--- config.mk ---
export PLATFORM = sky130hd
export DESIGN_NAME = mrs_slave
export DESIGN_NICKNAME = d
export VERILOG_FILES = /design/src/design/mrs_pkg.sv /design/src/design/mrs_slave.sv
export SDC_FILE = /design/constraint.sdc
export NUM_CORES = 1
export LEC_CHECK = 0
export BUFFER_PORTS_ARGS = -buffer_cell sky130_fd_sc_hd__buf_4
export CAP_MARGIN = 30
export CORE_AREA = 2 2 189 237
export CTS_CLUSTER_SIZE = 10
export DETAILED_ROUTE_END_ITERATION = 6
export DIE_AREA = 0 0 191 239
export PLACE_DENSITY = 0.66
export SYNTH_ARGS = -nofsm -noshare
export SYNTH_HDL_FRONTEND = slang
export SYNTH_SLANG_ARGS = --single-unit
--- constraint.sdc ---
create_clock -name i_clk_sys -period 7.1 [get_ports i_clk_sys]
set_input_delay 0 -clock i_clk_sys [delete_from_list [all_inputs] [get_ports i_clk_sys]]
set_output_delay 0 -clock i_clk_sys [all_outputs]
set_load 0.01 [all_outputs]
--- src/design/mrs_pkg.sv ---
// Constants and types for the serial register slave
package mrs_pkg;
  localparam int CLK_HZ      = 10_000_000;
  localparam int BAUD        = 9600;
  localparam int BIT_CYC     = (CLK_HZ + BAUD / 2) / BAUD;
  localparam int HALF_CYC    = BIT_CYC / 2;
  localparam int CHAR_BITS   = 10;
  localparam int GAP_TENTHS  = 35;
  localparam int GAP_CYC_DEF = (GAP_TENTHS * CHAR_BITS * BIT_CYC + 9) / 10;
  localparam int TW          = 11;
  localparam int GW          = 17;

  localparam logic [7:0] FC_READ  = 8'h03;
  localparam logic [7:0] FC_WRITE = 8'h06;
  localparam logic [7:0] EXC_FLAG = 8'h80;
  localparam logic [7:0] EXC_FUNC = 8'h01;
  localparam logic [7:0] EXC_ADDR = 8'h02;
  localparam logic [7:0] EXC_QTY  = 8'h03;
  localparam logic [7:0] BCAST    = 8'h00;
  localparam logic [7:0] ADDR_MIN = 8'h01;
  localparam logic [7:0] ADDR_MAX = 8'hf7;

  localparam logic [15:0] MAX_QTY  = 16'h0004;
  localparam logic [16:0] NUM_REGS = 17'h00010;
  localparam logic [3:0]  REQ_LEN  = 4'h8;
  localparam logic [3:0]  MIN_LEN  = 4'h4;
  localparam logic [3:0]  LEN_OVF  = 4'h9;
  localparam logic [3:0]  EXC_LEN  = 4'h5;
  localparam logic [3:0]  READ_FIX = 4'h5;
  localparam logic [15:0] CRC_INIT = 16'hffff;
  localparam logic [15:0] CRC_POLY = 16'ha001;

  // Register numbers
  localparam logic [3:0] REG_SP1 = 4'h0, REG_PV = 4'h1, REG_PANEL = 4'h2, REG_MEAS = 4'h3;
  localparam logic [3:0] REG_SHOWN = 4'h4, REG_FWSCR = 4'h5, REG_SERA = 4'h6, REG_SERB = 4'h7;
  localparam logic [3:0] REG_HYS1 = 4'h8, REG_OUTPUT2_FLAG = 4'h9, REG_SP2 = 4'ha, REG_HYS2 = 4'hb;
  localparam logic [3:0] REG_OFFS = 4'hc, REG_OUT3 = 4'hd, REG_SP3 = 4'he, REG_HYS3 = 4'hf;

  // Status bit positions
  localparam int B_OUTPUT1_FLAG = 0, B_OUTPUT2_FLAG = 1, B_DP = 10, B_SIGN = 12;
  localparam int B_UNDER = 0, B_OVER = 1, B_O1ST = 8, B_DEFROST = 13;
  localparam int B_O2ST = 0, B_O3ST = 8;

  // Writable slots, also the index into the settings array; SL_NONE marks a register with no slot
  localparam logic [2:0] SL_SP1 = 3'h0, SL_SP2 = 3'h1, SL_SP3 = 3'h2, SL_HYS1 = 3'h3;
  localparam logic [2:0] SL_HYS2 = 3'h4, SL_HYS3 = 3'h5, SL_OFFS = 3'h6, SL_NONE = 3'h7;

  // Ranges in tenths of a unit
  localparam logic signed [15:0] HYS_MIN   = 16'sh0001;
  localparam logic signed [15:0] HYS_MAX   = 16'sh01f4;
  localparam logic signed [15:0] OFFS_MIN  = -16'sh0064;
  localparam logic signed [15:0] OFFS_MAX  = 16'sh0064;
  localparam logic signed [15:0] SHOWN_MIN = -16'sh00c7;
  localparam logic signed [15:0] SHOWN_MAX = 16'sh07cf;

  localparam logic [15:0] SP_RST = 16'h0000, HYS_RST = 16'h000a, OFFS_RST = 16'h0000;

  typedef logic [6:0][15:0] mrs_setting_type;
  localparam mrs_setting_type SET_RST =
    {OFFS_RST, HYS_RST, HYS_RST, HYS_RST, SP_RST, SP_RST, SP_RST};

  typedef struct packed {
    logic [15:0] temp, shown, serial_a, serial_b;
    logic [15:0] setpoint_lower_limit, setpoint_upper_limit;
    logic [7:0]  version, screen;
    logic        output1_flag, output2_flag, dec_point, sign;
    logic        underflow, overflow, output1_flag_state, defrost, output2_flag_state, out3_state;
  } mrs_plant_type;

  typedef enum logic [2:0] {ST_RX = 3'b001, ST_EVAL = 3'b010, ST_TX = 3'b100} mrs_fsm_type;
  typedef enum logic [1:0] {K_READ = 2'h0, K_ECHO = 2'h1, K_EXC = 2'h2} mrs_kind_type;

  typedef struct packed {
    mrs_fsm_type     st;
    logic            rx_busy, ferr, tx, tx_en;
    logic [3:0]      rx_bit, nb, len, idx, tx_bit;
    logic [TW-1:0]   rx_tmr, tx_tmr;
    logic [GW-1:0]   gap;
    logic [7:0]      rx_sh, code;
    logic [7:0][7:0] bytes;
    logic [15:0]     crc, tx_crc;
    logic [8:0]      tx_sh;
    mrs_kind_type    kind;
    mrs_setting_type set;
  } mrs_state_type;
endpackage : mrs_pkg

--- src/design/mrs_slave.sv ---
// Serial register slave: receiver, frame checker, register file and transmitter
`timescale 1ns/1ps
module mrs_slave
  import mrs_pkg::*;
#(
  parameter int BIT_CYCLES = BIT_CYC,
  parameter int GAP_CYC    = GAP_CYC_DEF
) (
  input  wire logic            i_clk_sys,
  input  wire logic            i_rstn,
  input  wire logic            i_rx,
  input  wire logic [7:0]      i_slave_addr,
  input  wire mrs_plant_type   i_plant,
  output logic                 o_tx,
  output logic                 o_tx_en,
  output mrs_setting_type      o_settings
);

  // Bit time may be shortened for quick runs; the bit timers are only TW bits wide
  if (BIT_CYCLES < 16 || BIT_CYCLES > 2 ** TW) begin : g_bit_chk
    $error("BIT_CYCLES out of range");
  end

  if (GAP_CYC < CHAR_BITS * BIT_CYCLES || GAP_CYC >= 2 ** GW) begin : g_chk
    $error("GAP_CYC out of range");
  end

  localparam int HALF_CYCLES = BIT_CYCLES / 2;

  mrs_state_type   s;
  mrs_state_type   next_s;

  logic [7:0]      addr;
  logic [7:0]      fc;
  logic [15:0]     ra;
  logic [15:0]     rv;
  logic            good;
  logic            bc;
  logic            mine;
  logic            over;
  logic [2:0]      slot;
  logic            inrng;
  logic [3:0]      pay;
  logic [3:0]      ridx;
  logic [3:0]      rreg;
  logic [15:0]     rword;
  logic [7:0]      pbyte;
  logic [7:0]      tbyte;
  logic            reply;

  // One byte folded into the running check word, low bit first
  function automatic logic [15:0] mrs_crc_step(input logic [15:0] crc, input logic [7:0] d);
    logic [15:0] c;
    c = crc ^ {8'h00, d};
    for (int i = 0; i < 8; i++) begin
      c = c[0] ? ((c >> 1) ^ CRC_POLY) : (c >> 1);
    end
    return c;
  endfunction : mrs_crc_step

  // Writable register numbers map to settings slots; everything else is refused
  function automatic logic [2:0] mrs_slot(input logic [15:0] r);
    case (r)
      {12'h000, REG_SP1}:  return SL_SP1;
      {12'h000, REG_SP2}:  return SL_SP2;
      {12'h000, REG_SP3}:  return SL_SP3;
      {12'h000, REG_HYS1}: return SL_HYS1;
      {12'h000, REG_HYS2}: return SL_HYS2;
      {12'h000, REG_HYS3}: return SL_HYS3;
      {12'h000, REG_OFFS}: return SL_OFFS;
      default:             return SL_NONE;
    endcase
  endfunction : mrs_slot

  // Request decode shared by evaluation and reply
  always_comb begin
    addr  = s.bytes[0];
    fc    = s.bytes[1];
    ra    = {s.bytes[2], s.bytes[3]};
    rv    = {s.bytes[4], s.bytes[5]};
    good  = s.nb >= MIN_LEN && s.nb <= REQ_LEN && s.crc == 16'h0000 && !s.ferr;
    bc    = addr == BCAST;
    mine  = addr == i_slave_addr && i_slave_addr >= ADDR_MIN
            && i_slave_addr <= ADDR_MAX;
    over  = ({1'b0, ra} + {1'b0, rv}) > NUM_REGS;
    slot  = mrs_slot(ra);
    case (slot)
      SL_SP1, SL_SP2, SL_SP3: begin
        inrng = $signed(rv) >= $signed(i_plant.setpoint_lower_limit)
                && $signed(rv) <= $signed(i_plant.setpoint_upper_limit);
      end
      SL_OFFS: begin
        inrng = $signed(rv) >= OFFS_MIN && $signed(rv) <= OFFS_MAX;
      end
      default: begin
        inrng = $signed(rv) >= HYS_MIN && $signed(rv) <= HYS_MAX;
      end
    endcase
  end

  // Register read mux; words are taken per byte so a live input may tear
  always_comb begin
    pay   = 4'(s.len - 4'h2);
    ridx  = 4'(s.idx - 4'h3);
    rreg  = 4'(ra[3:0] + {1'b0, ridx[3:1]});
    rword = 16'h0000;
    case (rreg)
      REG_SP1:   rword = s.set[SL_SP1];
      REG_PV:    rword = i_plant.temp;
      REG_PANEL: begin
        rword[B_OUTPUT1_FLAG] = i_plant.output1_flag;
        rword[B_OUTPUT2_FLAG] = i_plant.output2_flag;
        rword[B_DP]   = i_plant.dec_point;
        rword[B_SIGN] = i_plant.sign;
      end
      REG_MEAS:  begin
        rword[B_UNDER]   = i_plant.underflow;
        rword[B_OVER]    = i_plant.overflow;
        rword[B_O1ST]    = i_plant.output1_flag_state;
        rword[B_DEFROST] = i_plant.defrost;
      end
      REG_SHOWN: begin
        if ($signed(i_plant.shown) < SHOWN_MIN) rword = SHOWN_MIN;
        else if ($signed(i_plant.shown) > SHOWN_MAX) rword = SHOWN_MAX;
        else rword = i_plant.shown;
      end
      REG_FWSCR: rword = {i_plant.version, i_plant.screen};
      REG_SERA:  rword = i_plant.serial_a;
      REG_SERB:  rword = i_plant.serial_b;
      REG_HYS1:  rword = s.set[SL_HYS1];
      REG_OUTPUT2_FLAG:  rword[B_O2ST] = i_plant.output2_flag_state;
      REG_SP2:   rword = s.set[SL_SP2];
      REG_HYS2:  rword = s.set[SL_HYS2];
      REG_OFFS:  rword = s.set[SL_OFFS];
      REG_OUT3:  rword[B_O3ST] = i_plant.out3_state;
      REG_SP3:   rword = s.set[SL_SP3];
      default:   rword = s.set[SL_HYS3];
    endcase
    case (s.kind)
      K_READ: begin
        if (s.idx == 4'h0) pbyte = addr;
        else if (s.idx == 4'h1) pbyte = fc;
        else if (s.idx == 4'h2) pbyte = {rv[6:0], 1'b0};
        else pbyte = ridx[0] ? rword[7:0] : rword[15:8];
      end
      K_EXC: begin
        if (s.idx == 4'h0) pbyte = addr;
        else if (s.idx == 4'h1) pbyte = fc | EXC_FLAG;
        else pbyte = s.code;
      end
      default: pbyte = s.bytes[s.idx[2:0]];
    endcase
    if (s.idx == pay) tbyte = s.tx_crc[7:0];
    else if (s.idx == 4'(pay + 4'h1)) tbyte = s.tx_crc[15:8];
    else tbyte = pbyte;
  end

  always_comb begin
    next_s = s;
    reply  = 1'b0;
    case (s.st)
      ST_RX: begin
        next_s.tx_en = 1'b0;
        next_s.tx    = 1'b1;
        if (s.rx_busy) begin
          next_s.gap = '0;
          if (s.rx_tmr != '0) begin
            next_s.rx_tmr = s.rx_tmr - 1'b1;
          end else begin
            next_s.rx_tmr = TW'(BIT_CYCLES - 1);
            next_s.rx_bit = 4'(s.rx_bit + 4'h1);
            if (s.rx_bit == 4'h0) begin
              if (i_rx) next_s.rx_busy = 1'b0;
            end else if (s.rx_bit < 4'h9) begin
              next_s.rx_sh = {i_rx, s.rx_sh[7:1]};
            end else begin
              next_s.rx_busy = 1'b0;
              if (!i_rx) next_s.ferr = 1'b1;
              if (s.nb < REQ_LEN) next_s.bytes[s.nb[2:0]] = s.rx_sh;
              if (s.nb != LEN_OVF) next_s.nb = 4'(s.nb + 4'h1);
              next_s.crc = mrs_crc_step(s.crc, s.rx_sh);
            end
          end
        end else if (!i_rx) begin
          next_s.rx_busy = 1'b1;
          next_s.rx_bit  = 4'h0;
          next_s.rx_tmr  = TW'(HALF_CYCLES - 1);
          next_s.gap     = '0;
        end else if (s.gap != GW'(GAP_CYC)) begin
          next_s.gap = s.gap + 1'b1;
        end else if (s.nb != 4'h0) begin
          next_s.st = ST_EVAL;
        end
      end
      ST_EVAL: begin
        next_s.st     = ST_RX;
        next_s.nb     = 4'h0;
        next_s.crc    = CRC_INIT;
        next_s.tx_crc = CRC_INIT;
        next_s.ferr   = 1'b0;
        next_s.gap    = '0;
        next_s.idx    = 4'h0;
        next_s.kind   = K_EXC;
        next_s.len    = EXC_LEN;
        if (good && (bc || mine)) begin
          if (fc != FC_READ && fc != FC_WRITE) begin
            next_s.code = EXC_FUNC;
            reply       = !bc;
          end else if (s.nb != REQ_LEN) begin
            reply = 1'b0;
          end else if (fc == FC_READ) begin
            reply = !bc;
            if (rv == 16'h0000 || rv > MAX_QTY) begin
              next_s.code = EXC_QTY;
            end else if (over) begin
              next_s.code = EXC_ADDR;
            end else begin
              next_s.kind = K_READ;
              next_s.len  = 4'(READ_FIX + {rv[2:0], 1'b0});
            end
          end else begin
            reply = !bc;
            if (slot == SL_NONE) begin
              next_s.code = EXC_ADDR;
            end else if (!inrng) begin
              next_s.code = EXC_QTY;
            end else begin
              next_s.set[slot] = rv;
              next_s.kind      = K_ECHO;
              next_s.len       = REQ_LEN;
            end
          end
        end
        if (reply) begin
          next_s.st    = ST_TX;
          next_s.tx_en = 1'b1;
        end
      end
      ST_TX: begin
        if (s.tx_tmr != '0) begin
          next_s.tx_tmr = s.tx_tmr - 1'b1;
        end else if (s.tx_bit != 4'h0) begin
          next_s.tx     = s.tx_sh[0];
          next_s.tx_sh  = {1'b1, s.tx_sh[8:1]};
          next_s.tx_bit = 4'(s.tx_bit - 4'h1);
          next_s.tx_tmr = TW'(BIT_CYCLES - 1);
        end else if (s.idx != s.len) begin
          next_s.tx     = 1'b0;
          next_s.tx_sh  = {1'b1, tbyte};
          next_s.tx_bit = 4'h9;
          next_s.tx_tmr = TW'(BIT_CYCLES - 1);
          next_s.idx    = 4'(s.idx + 4'h1);
          if (s.idx < pay) next_s.tx_crc = mrs_crc_step(s.tx_crc, tbyte);
        end else begin
          next_s.st    = ST_RX;
          next_s.tx_en = 1'b0;
          next_s.tx    = 1'b1;
        end
      end
      default: next_s.st = ST_RX;
    endcase
  end

  // Reset drives the line to idle mark with the driver off
  always_ff @(posedge i_clk_sys or negedge i_rstn) begin
    if (!i_rstn) begin
      s     <= '0;
      s.st  <= ST_RX;
      s.crc <= CRC_INIT;
      s.tx  <= 1'b1;
      s.set <= SET_RST;
    end else begin
      s <= next_s;
    end
  end

  assign o_tx       = s.tx;
  assign o_tx_en    = s.tx_en;
  assign o_settings = s.set;
endmodule : mrs_slave

======== Word-level counts from Yosys, hierarchy flattened ========
Cells that the tools add are included.
storage, ports and cells
  word-level logic and storage cells ...... 350
  input port bits ......................... 133
  register bits ........................... 301
cells by class
  order comparisons ....................... 22
  bitwise logic cells ..................... 26
  $add $sub $neg .......................... 13
  reductions and logical operators ........ 58
  equality and inequality tests ........... 62
  mux-type cells .......................... 135
operator list
  operator               count
  $mux W114              5
  $mux W16               25
  $mux W8                20
  $bwmux W112            1
  $mux W112              1
  $eq A16 B4 Y1 const B  6
  $pmux W6 S12           1
  $mux W11               6
  $bwmux W64             1
  $mux W4                16
  $pmux W16 S2           2
  $mux W17               3
  $mux W25               2
  $demux W16 S3          1
  $logic_not A16 Y1      3
  $not A2 Y3             16
  $pmux W1 S13           3
  $ne A2 B2 Y1 const B   17
  $pmux W17 S2           1
  $xor A16 B8 Y16        2
  $eq A4 B4 Y1 const B   7
  $pmux W1 S14           2
  $reduce_and A5 Y1      5
  $bmux W8 S3            1
  other kinds (78)       169

======== Logic depth before layout (Yosys ltp) ========
Gate-level depths: netlist (run 1).
  depth in word-level cells ............... 34
  mapped depth ............................ 23
  depth with buffers taken out ............ 18

======== Least setup slack after synthesis (run 1) ========
OpenSTA, ideal clock, no wires.
  path kind ............................... reg2reg
  start ................................... reg s[278] (netlist name)
  end ..................................... reg s[123] (netlist name)
  stages on the path, launching flop included .. 23
  library setup time ...................... 0.122 ns
  period minus slack after synthesis ...... 5.120 ns
  buffers on the path ..................... 4
  data arrival time ....................... 4.999 ns
  required time ........................... 6.978 ns
  slack ................................... 1.980 ns
  cells stage by stage .................... dfrtp_1 > buf_2 > buf_2 > inv_1 > ha_1 > ha_1 > inv_1 > fa_1 > buf_2 > mux2_2 > a22oi_1 > nor2_1 > a31oi_1 > o221ai_1 > o311ai_0 > and4_1 > buf_2 > mux2_2 > a22o_1 > xor2_2 > xnor3_1 > mux2i_1 > nand2_1
between the ends
  word-level cells in the longest chain between the ends .. 27
  elaborated cells on any way between the ends .. 74
  those cells by class .................... 2 x add/sub; 1 x order compare; 21 x eq/ne; 34 x mux; 8 x bitwise; 8 x reduce/logical
RTL lines
  item                                                 line              RTL
  start, declared                                      mrs_slave.sv:30   mrs_state_type s;
  start signal, assigned                               mrs_slave.sv:273  s <= next_s;
  $sub A4 B2 Y4                                        mrs_slave.sv:104  ridx = 4'(s.idx - 4'h3);
  $add A4 B3 Y4                                        mrs_slave.sv:105  rreg = 4'(ra[3:0] + {1'b0, ridx[3:1]});
  $eq A4 B4 Y1 or $eq A4 B2 Y1 (tied branches)         mrs_slave.sv:107  case (rreg)
  $reduce_or A4 Y1 (no line) (tied with other cells)   n/a
  $pmux W2 S12 (tied with other cells)                 mrs_slave.sv:107
  $mux W8                                              mrs_slave.sv:144  else pbyte = ridx[0] ? rword[7:0] : rword[15:8];
  $mux W8                                              mrs_slave.sv:143  else if (s.idx == 4'h2) pbyte = {rv[6:0], 1'b0};
  $mux W8                                              mrs_slave.sv:142  else if (s.idx == 4'h1) pbyte = fc;
  (+5 left out)                                        n/a
  $mux W16 or $not A2 Y3 (tied branches) (6 in a row)  n/a
  $not A2 Y3 (no line) or $mux W16 (tied branches)     n/a
  $mux W16 (2 in a row)                                mrs_slave.sv:56   c = c[0] ? ((c >> 1) ^ CRC_POLY) : (c >> 1);
  $mux W16                                             mrs_slave.sv:253  if (s.idx < pay) next_s.tx_crc = mrs_crc_step(s.tx_crc, tbyte);
  $mux W25                                             mrs_slave.sv:247  end else if (s.idx != s.len) begin
  $mux W16                                             mrs_slave.sv:242  end else if (s.tx_bit != 4'h0) begin
  $mux W25                                             mrs_slave.sv:240  if (s.tx_tmr != '0) begin
  $pmux W16 S2                                         mrs_slave.sv:161  case (s.st)
Several ways; a longest one is shown, not always the timed one. The select of a mux whose other input is x is not followed.
A chain may end at the register's enable or synchronous reset.

======== Worst setup path in the final report (run 1) ========
Same ends and word-level chain as after synthesis.

==> out/metrics.json, run 1 <==
{
  "die": {
    "placement_rows": 86,
    "die_w_um": 191,
    "floorplan.io_pins": 247,
    "effective_utilization_at_floorplan_pct": 44.32,
    "core_area_um2": 43580,
    "die_height_um": 239,
    "dieArea_um2": 45650
  },
  "route": {
    "vias": 16700,
    "detail-route-antenna-nets": 0,
    "drc_errors": 0,
    "wirelength_um": 66800,
    "dr.first_iter.drc_count": 1276,
    "viasPerCell": 6.162,
    "firstDrtPassIters": 6,
    "routed_wire_length_per_instance_um": 24.65
  },
  "synth": {
    "post_synth_mux_area_share_pct": 13.71,
    "synth.net_count": 2226,
    "dominant_combinational_cell_family_by_area_after_synthesis": "simple AND/OR/NAND/NOR gates",
    "yosys.area_share.xor_xnor_pct": 3.531,
    "synth.cell_area_um2": 19310,
    "synth_edf_count": 0,
    "ys_seq_area_share_pct": 38.38,
    "yosysUniqueCellTypes": 89,
    "async_reset_ff_share_pct": 100.0,
    "yosys-top-cells-area": "sky130_fd_sc_hd__dfrtp_1 35%, sky130_fd_sc_hd__mux2_2 9.9%, sky130_fd_sc_hd__ha_1 4.6%, sky130_fd_sc_hd__buf_4 4.4%, sky130_fd_sc_hd__dfstp_2 3.3%",
    "synth.yosys.warnings": 0,
    "synthSimpleGateAreaFrac_pct": 15.99,
    "ys_ff_latch": 295,
    "synth_compound_area_share_pct": 15.38,
    "yosys.area.top_type": "sky130_fd_sc_hd__dfrtp_1",
    "dominantRegCellSynth": "sky130_fd_sc_hd__dfrtp_1",
    "yosysTopAreaCellShare_pct": 35.11,
    "syn-instance-count": 2020,
    "syn_avg_cell_area_um2": 9.561,
    "post_synth_fa_ha_maj_area_fraction_pct": 4.807
  },
  "cells_and_area": {
    "areaGrowthSynthToFinish_pct": 13.57,
    "ant_cells": 0,
    "post_route_cells_drive_above_1_share_pct": 26.80,
    "finalNonFillerCells": 2710,
    "nNetsFinal": 2323
  },
  "sta": {
    "final_max_slew_viol_count": 0,
    "rsz0062_at_grt": "no",
    "clock-skew-final_ns": 0.03177,
    "setup-violations-final": 0,
    "final.period_utilization_pct": 80.81,
    "slew_headroom_pct": 29.51,
    "actual_slew_at_the_worst_max_slew_pin_ns": 1.057,
    "number_of_failing_hold_endpoints_at_the_final_stage": 0,
    "totalNegativeSetupSlack_ns": 0,
    "final_period_minus_worst_setup_slack_ns": 5.738,
    "fmax_mhz": 174.3,
    "holdWs_ns": 0.09965
  },
  "power_and_ir_drop": {
    "swShare_pct": 22.65,
    "power_switching_uw": 797.1,
    "clock_power_share_pct": 47.6,
    "comb_power_share_pct": 4.5,
    "cellInternalPower_mw": 2.723,
    "worst_ir_drop_vdd_mv": 0.1676,
    "sequentialPowerShare_pct": 47.8,
    "power_leakage_nw": 10.33,
    "power.density_nw_per_um2": 160.5
  },
  "cts": {
    "cts_hold_repair.buffers": 2,
    "clock_tree_from_tritoncts": "yes",
    "cts.path.max_buffers": 3,
    "post-cts-setup-buffer-count": 0,
    "cts_root_buffer": "sky130_fd_sc_hd__clkbuf_16",
    "clock_insertion_delay_worst_skew_ns": 0.55,
    "clkSlewWorstSetupHoldPaths_ns": 0.06,
    "cts_sinks": 295,
    "tritoncts_buffer_count": 36,
    "cts-resized-gates": 0,
    "htreeDepth": 2
  },
  "setup_path": {
    "start_kind": "flop",
    "end_kind": "flop",
    "reg2reg_depth": 18,
    "worst-setup-path-type": "flop to flop",
    "worstPathRequired_ns": 7.51,
    "cp_data_arrival_time_ns": 6.15,
    "worst-path-max-fanout": 37
  },
  "global_route": {
    "grt_usage_pct": 28.90,
    "grt_pass1_vias": 16465,
    "initial_antenna_violation_count": 1,
    "overflow_left_after_global_routing": 0,
    "grt_max_degree": 182,
    "global_route_wire_length_before_repair_um": 99950
  },
  "placed_design": {
    "gp_congestion": 0.9812,
    "dp.cells": 2648,
    "port_buffers": 246,
    "hpwl_um": 49400
  },
  "status": {
    "status": "completed"
  },
  "run": {
    "drv.max_cap_violation_count": 0
  },
  "worst_hold_path": {
    "timing.hold.worst.class": "input port to async pin"
  }
}
power groups by stage:
| stage | Sequential (mW) | Combinational, mW | Clock, mW |
|---|---|---|---|
| after floorplan | 1.71 | 0.0387 | 0 |
| after global placement | 1.71 | 0.158 | 0 |
| after detailed placement | 1.71 | 0.160 | 0 |
| after CTS | 1.68 | 0.161 | 1.72 |
| after global routing | 1.68 | 0.174 | 1.79 |
| final | 1.68 | 0.160 | 1.68 |
cell families (layout without fill, tap and decap cells):
| kind of cell | count (synthesis) | count (layout) |
|---|---|---|
| buf+inv | 290 | 408 |
| simple gates | 609 | 609 |
| mux | 217 | 217 |
| compound gates | 464 | 464 |
| xor+xnor | 72 | 72 |
| flops | 295 | 295 |
| fa+ha+maj | 73 | 73 |
critical path, cell delays in order, from the launching register on:
cell                        delay, ns
sky130_fd_sc_hd__dfrtp_1         0.34
sky130_fd_sc_hd__buf_4           0.44
sky130_fd_sc_hd__ha_1            0.29
sky130_fd_sc_hd__xnor2_1         0.16
sky130_fd_sc_hd__inv_1           0.10
sky130_fd_sc_hd__fa_2            0.47
sky130_fd_sc_hd__xor2_4          0.63
sky130_fd_sc_hd__nor2_2          0.27
sky130_fd_sc_hd__o21ai_1         0.39
sky130_fd_sc_hd__nor2_1          0.13
sky130_fd_sc_hd__or4_1           0.59
sky130_fd_sc_hd__o2111ai_1       0.13
sky130_fd_sc_hd__and4_1          0.32
sky130_fd_sc_hd__mux2_2          0.36
sky130_fd_sc_hd__a22o_1          0.28
sky130_fd_sc_hd__xor2_2          0.17
sky130_fd_sc_hd__xnor3_1         0.26
sky130_fd_sc_hd__mux2i_1         0.21
sky130_fd_sc_hd__nand2_1         0.07
synth_stat cells (10+ instances only):
master,n
sky130_fd_sc_hd__dfrtp_1,271
sky130_fd_sc_hd__mux2_2,170
sky130_fd_sc_hd__nand2_1,155
sky130_fd_sc_hd__nor2_1,126
sky130_fd_sc_hd__o21ai_0,126
sky130_fd_sc_hd__a21oi_1,124
sky130_fd_sc_hd__buf_4,114
sky130_fd_sc_hd__clkbuf_1,76
sky130_fd_sc_hd__ha_1,71
sky130_fd_sc_hd__inv_1,63
sky130_fd_sc_hd__nand3_1,61
sky130_fd_sc_hd__nor3_1,51
sky130_fd_sc_hd__xnor2_1,43
sky130_fd_sc_hd__nand4_1,36
sky130_fd_sc_hd__nor2b_1,27
sky130_fd_sc_hd__mux2i_1,26
sky130_fd_sc_hd__dfstp_2,24
sky130_fd_sc_hd__nor4_1,24
sky130_fd_sc_hd__xor2_1,24
sky130_fd_sc_hd__buf_2,23
sky130_fd_sc_hd__and3_1,22
sky130_fd_sc_hd__nand2b_1,22
sky130_fd_sc_hd__a21o_1,21
sky130_fd_sc_hd__a31oi_1,20
sky130_fd_sc_hd__mux4_2,20
sky130_fd_sc_hd__and2_1,17
sky130_fd_sc_hd__o211ai_1,15
sky130_fd_sc_hd__o31ai_1,15
sky130_fd_sc_hd__o21a_1,13
sky130_fd_sc_hd__a211oi_1,12
sky130_fd_sc_hd__a22o_1,12
sky130_fd_sc_hd__a22oi_1,10
sky130_fd_sc_hd__or4_1,10
routing by layer:
| layer | wire length (um) | vias up | global-route usage, % | share of wire, % |
|---|---|---|---|---|
| met4 | 4268 | 2 | 16.96 | 6.4 |
| li1 | - | 7442 | - | - |
| met2 | 32660 | 747 | 49.66 | 49 |
| met5 | 12 | - | 0 | 0.018 |
| met3 | 4143 | 218 | 4.052 | 6.2 |
| met1 | 25720 | 8291 | 34.32 | 39 |
state kept, by name, summed over array words and instances, names as in the netlist:
name,count
addr,8
fc,8
o_settings,112
o_tx,1
o_tx_en,1
ra,16
rv,16
s,133
final cells by class:
class / instances / area [um^2]
fill: 4030 / 21650
multi-input combinational: 1435 / 10360
sequential: 295 / 7412
clock inverter: 4 / 27.53
clock buffer: 55 / 1003
inverter: 66 / 247.7
timing repair buffer: 283 / 2165
tap: 572 / 715.7
layout by cell type, fill, tap and decap left out, drive strengths merged, types with 20 or more instances in the layout:
cell	n
clkbuf	56
nor2	129
mux2i	27
xor2	25
nand2	156
dfstp	24
nor2b	27
nand3	61
xnor2	45
mux4	20
inv	65
and3	22
nor3	52
nor4	27
a21oi	125
a31oi	20
buf	280
nand4	36
dfrtp	271
o21ai	129
mux2	170
nand2b	22
a21o	21
ha	71
stage by stage:
step	util (%)	setup slack (ns)	area [um^2]	total power, mW
after floorplan	-	1.980	19310	1.752
after global placement	47.83	1.518	20840	1.871
after detailed placement	47.90	1.417	20870	1.872
after CTS	50.31	1.407	21920	3.560
after global routing	50.33	1.004	21930	3.642
final	50.33	1.362	21930	3.520
final timing paths:
| path | from | to | slack (ns) |
|---|---|---|---|
| max in group asynchronous | i_rstn | o_settings[111] | 5.36 |
| min reg2reg | s[122] | s[122] | 0.48 |
| min in group i_clk_sys | i_rx | s[234] | 0.27 |
| max reg2reg | s[278] | s[123] | 1.36 |
| min | i_rstn | s[268] | 0.1 |
| max | s[278] | s[123] | 1.36 |
Power figures use the tool's default switching activity.
==> run 2: changes to the inputs <==
- PLACE_DENSITY: 0.66 -> 0.68
- clock period: 7.1 -> 4.6 ns (I/O delays scaled with it)
==> run 2 against run 1 <==
The run now ends with hold timing, setup timing left. Via count is 3.2% higher. Fmax up 24%. Worst hold slack got worse by 0.10 ns. Combinational power is 59% higher. Die area is the same. Non-clock buffer count increased by 129. Sequential power grew 55%.
==> out/metrics.json, run 2 (synthesis results as in run 1) <==
{
  "status": {
    "status": "complete, but fails checks",
    "failed_checks": "hold timing, setup timing"
  },
  "die": {
    "effective_utilization_at_floorplan_pct": 44.32,
    "die_w_um": 191,
    "core_area_um2": 43580,
    "placement_rows": 86,
    "dieArea_um2": 45650,
    "die_height_um": 239,
    "floorplan.io_pins": 247
  },
  "cts": {
    "cts.path.max_buffers": 3,
    "clock_tree_from_tritoncts": "yes",
    "cts_sinks": 295,
    "clock_insertion_delay_worst_skew_ns": 0.53,
    "clkSlewWorstSetupHoldPaths_ns": 0.06,
    "htreeDepth": 2,
    "tritoncts_buffer_count": 36,
    "cts_root_buffer": "sky130_fd_sc_hd__clkbuf_16"
  },
  "global_route": {
    "groute.layer.met2.usage_pct": 51.84,
    "groute.layer.met3.usage_pct": 3.920,
    "busiest_layer": "met2",
    "grt_pass1_vias": 17168,
    "overflow_left_after_global_routing": 0,
    "initial_antenna_violation_count": 1,
    "met1_usage_pct": 35.16,
    "grt_max_degree": 130,
    "global_route_wire_length_before_repair_um": 103300,
    "grt_usage_pct": 29.94
  },
  "cells_and_area": {
    "post-route-cell-area_um2": 23270,
    "areaGrowthSynthToFinish_pct": 20.52,
    "layout.cells.most_common": "sky130_fd_sc_hd__buf_4",
    "num-fill-cells": 3893,
    "largest_register_ff_count": 133,
    "post_route_cells_drive_above_1_share_pct": 32.26,
    "commonest_non_fill_non_tap_cells_in_the_layout": "397 x sky130_fd_sc_hd__buf_4, 271 x sky130_fd_sc_hd__dfrtp_1, 168 x sky130_fd_sc_hd__mux2_2",
    "finalNonFillerCells": 2841,
    "nNetsFinal": 2453,
    "register_with_the_most_flip_flops": "s",
    "ant_cells": 0
  },
  "sta": {
    "timing.final.ws_setup_ns": -0.04373,
    "final_max_slew_viol_count": 0,
    "setup-violations-final": 2,
    "totalNegativeSetupSlack_ns": -0.04843,
    "actual_slew_at_the_worst_max_slew_pin_ns": 0.9133,
    "holdWs_ns": -0.002993,
    "rsz0062_at_grt": "yes",
    "final_period_minus_worst_setup_slack_ns": 4.644,
    "number_of_failing_hold_endpoints_at_the_final_stage": 3,
    "clock-skew-final_ns": 0.02026,
    "slew_headroom_pct": 39.11,
    "fmax_mhz": 215.3,
    "final.period_utilization_pct": 101.0
  },
  "route": {
    "wirelength_um": 68990,
    "drc_errors": 0,
    "detail-route-antenna-nets": 0,
    "dr.first_iter.drc_count": 1292,
    "routed_wire_length_per_instance_um": 24.28,
    "firstDrtPassIters": 5,
    "viasPerCell": 6.065,
    "vias": 17231
  },
  "placed_design": {
    "total_cell_area_at_the_placement_stage_um2": 21850,
    "dp.cells": 2763,
    "gp_congestion": 0.9644,
    "port_buffers": 246,
    "hpwl_um": 51910
  },
  "setup_path": {
    "worst_path_dominant_cell_family": "buffers and inverters",
    "path_cells": "clkinvlp_4, ha_4, ha_4, inv_2, fa_2, buf_12, xnor2_4, buf_6, mux2i_4, o32ai_2, mux2i_1, buf_4, o31ai_4, buf_4, a311oi_2, buf_4, nor2_2, a22o_4, xor2_4, buf_4, xnor2_1, nor3_1, o31ai_2",
    "reg2reg_setup_slack_ns": -0.04,
    "critical_path.slowest_cell": "sky130_fd_sc_hd__fa_2",
    "reg2reg_from": "s[278]",
    "number_of_buffer_and_inverter_instances_along_the_worst_setup_path": 8,
    "worst_r2r_endpoint": "s[137]",
    "reg2reg_depth": 23,
    "start_kind": "flop",
    "worst-path-max-fanout": 8,
    "worstPathRequired_ns": 5.04,
    "end_kind": "flop",
    "cp_data_arrival_time_ns": 5.08,
    "timing.critical_path.mode_cell": "sky130_fd_sc_hd__buf_4",
    "critical-path-max-stage-delay_ns": 0.44,
    "worst-setup-path-type": "flop to flop"
  },
  "run": {
    "drv.max_cap_violation_count": 0
  },
  "power_and_ir_drop": {
    "power_leakage_nw": 11.04,
    "design_power_total_mw": 5.573,
    "worst_ir_drop_vdd_mv": 0.1854,
    "power.density_nw_per_um2": 239.5
  },
  "worst_hold_path": {
    "timing.hold.worst.class": "input port to async pin"
  }
}
-- run 2: cell count changes in the layout (fill, tap and decap cells not counted), sizes merged --
cell	previous run	this run
clkinv	5	3
buf	280	410
xor2	25	26
clkinvlp	0	1
inv	65	64
bufinv	0	2
-- run 2: power by group --
part           internal, mW  leakage [nW]  total [mW]  switching, mW
combinational         0.115          6.65       0.254          0.139
sequential             2.60          3.87        2.60       0.000257
clock                  1.61         0.522        2.72           1.11
-- run 2: layout make-up --
class	instances	area [um^2]	area share [%]
Clock buffer	56	1007	4.328
Clock inverter	4	77.57	0.3333
Inverter	66	251.5	1.081
Multi-Input combinational cell	1436	10590	45.49
Sequential cell	295	7412	31.85
Tap cell	572	715.7	3.075
Timing Repair Buffer	412	3223	13.85
-- run 2: timing repair --
item | CTS | global route
hold buffers | 2 | 0
pin swaps | 1 | 16
gates resized for setup | 6 | 35
endpoints found under the setup margin | 3 | 6
endpoints found under the hold margin | 62 | 0
cloned | 1 | 0
setup buffers | 2 | 13
-- run 2: how the worst max path moves through the flow --
stage | endpoint | start | cells past startpoint
detailed placement | s[123] | s[278] | 20
floorplan | s[123] | s[278] | 22
finish | s[137] | s[278] | 23
CTS | s[137] | s[278] | 20
global route | s[123] | s[278] | 22
global placement | s[123] | s[278] | 19
-- run 2: metrics by stage --
step / setup WS [ns] / util, %
detailed placement: -0.05424 / 50.13
finish: -0.04373 / 53.41
global placement: -0.02732 / 50.10
global route: -0.1890 / 53.41
CTS: 0.01009 / 52.78
floorplan: -0.04999 / -
-- run 2: routing by layer --
layer	wire, um	vias up
met5	0	-
met4	4870	0
met3	4301	251
met2	33720	782
met1	26100	8493
li1	-	7705
-- run 2: worst register-to-register path: cells and delay by family (launching register included) --
kind                       cells  cell delay, ns
muxes                          2            0.39
and+or+nand+nor                2            0.12
adders and majority gates      3            0.86
AOI/OAI and AO/OA              5            0.89
buffers and inverters          8            1.18
DFF                            1            0.43
xor gates and xnor gates       3            0.69
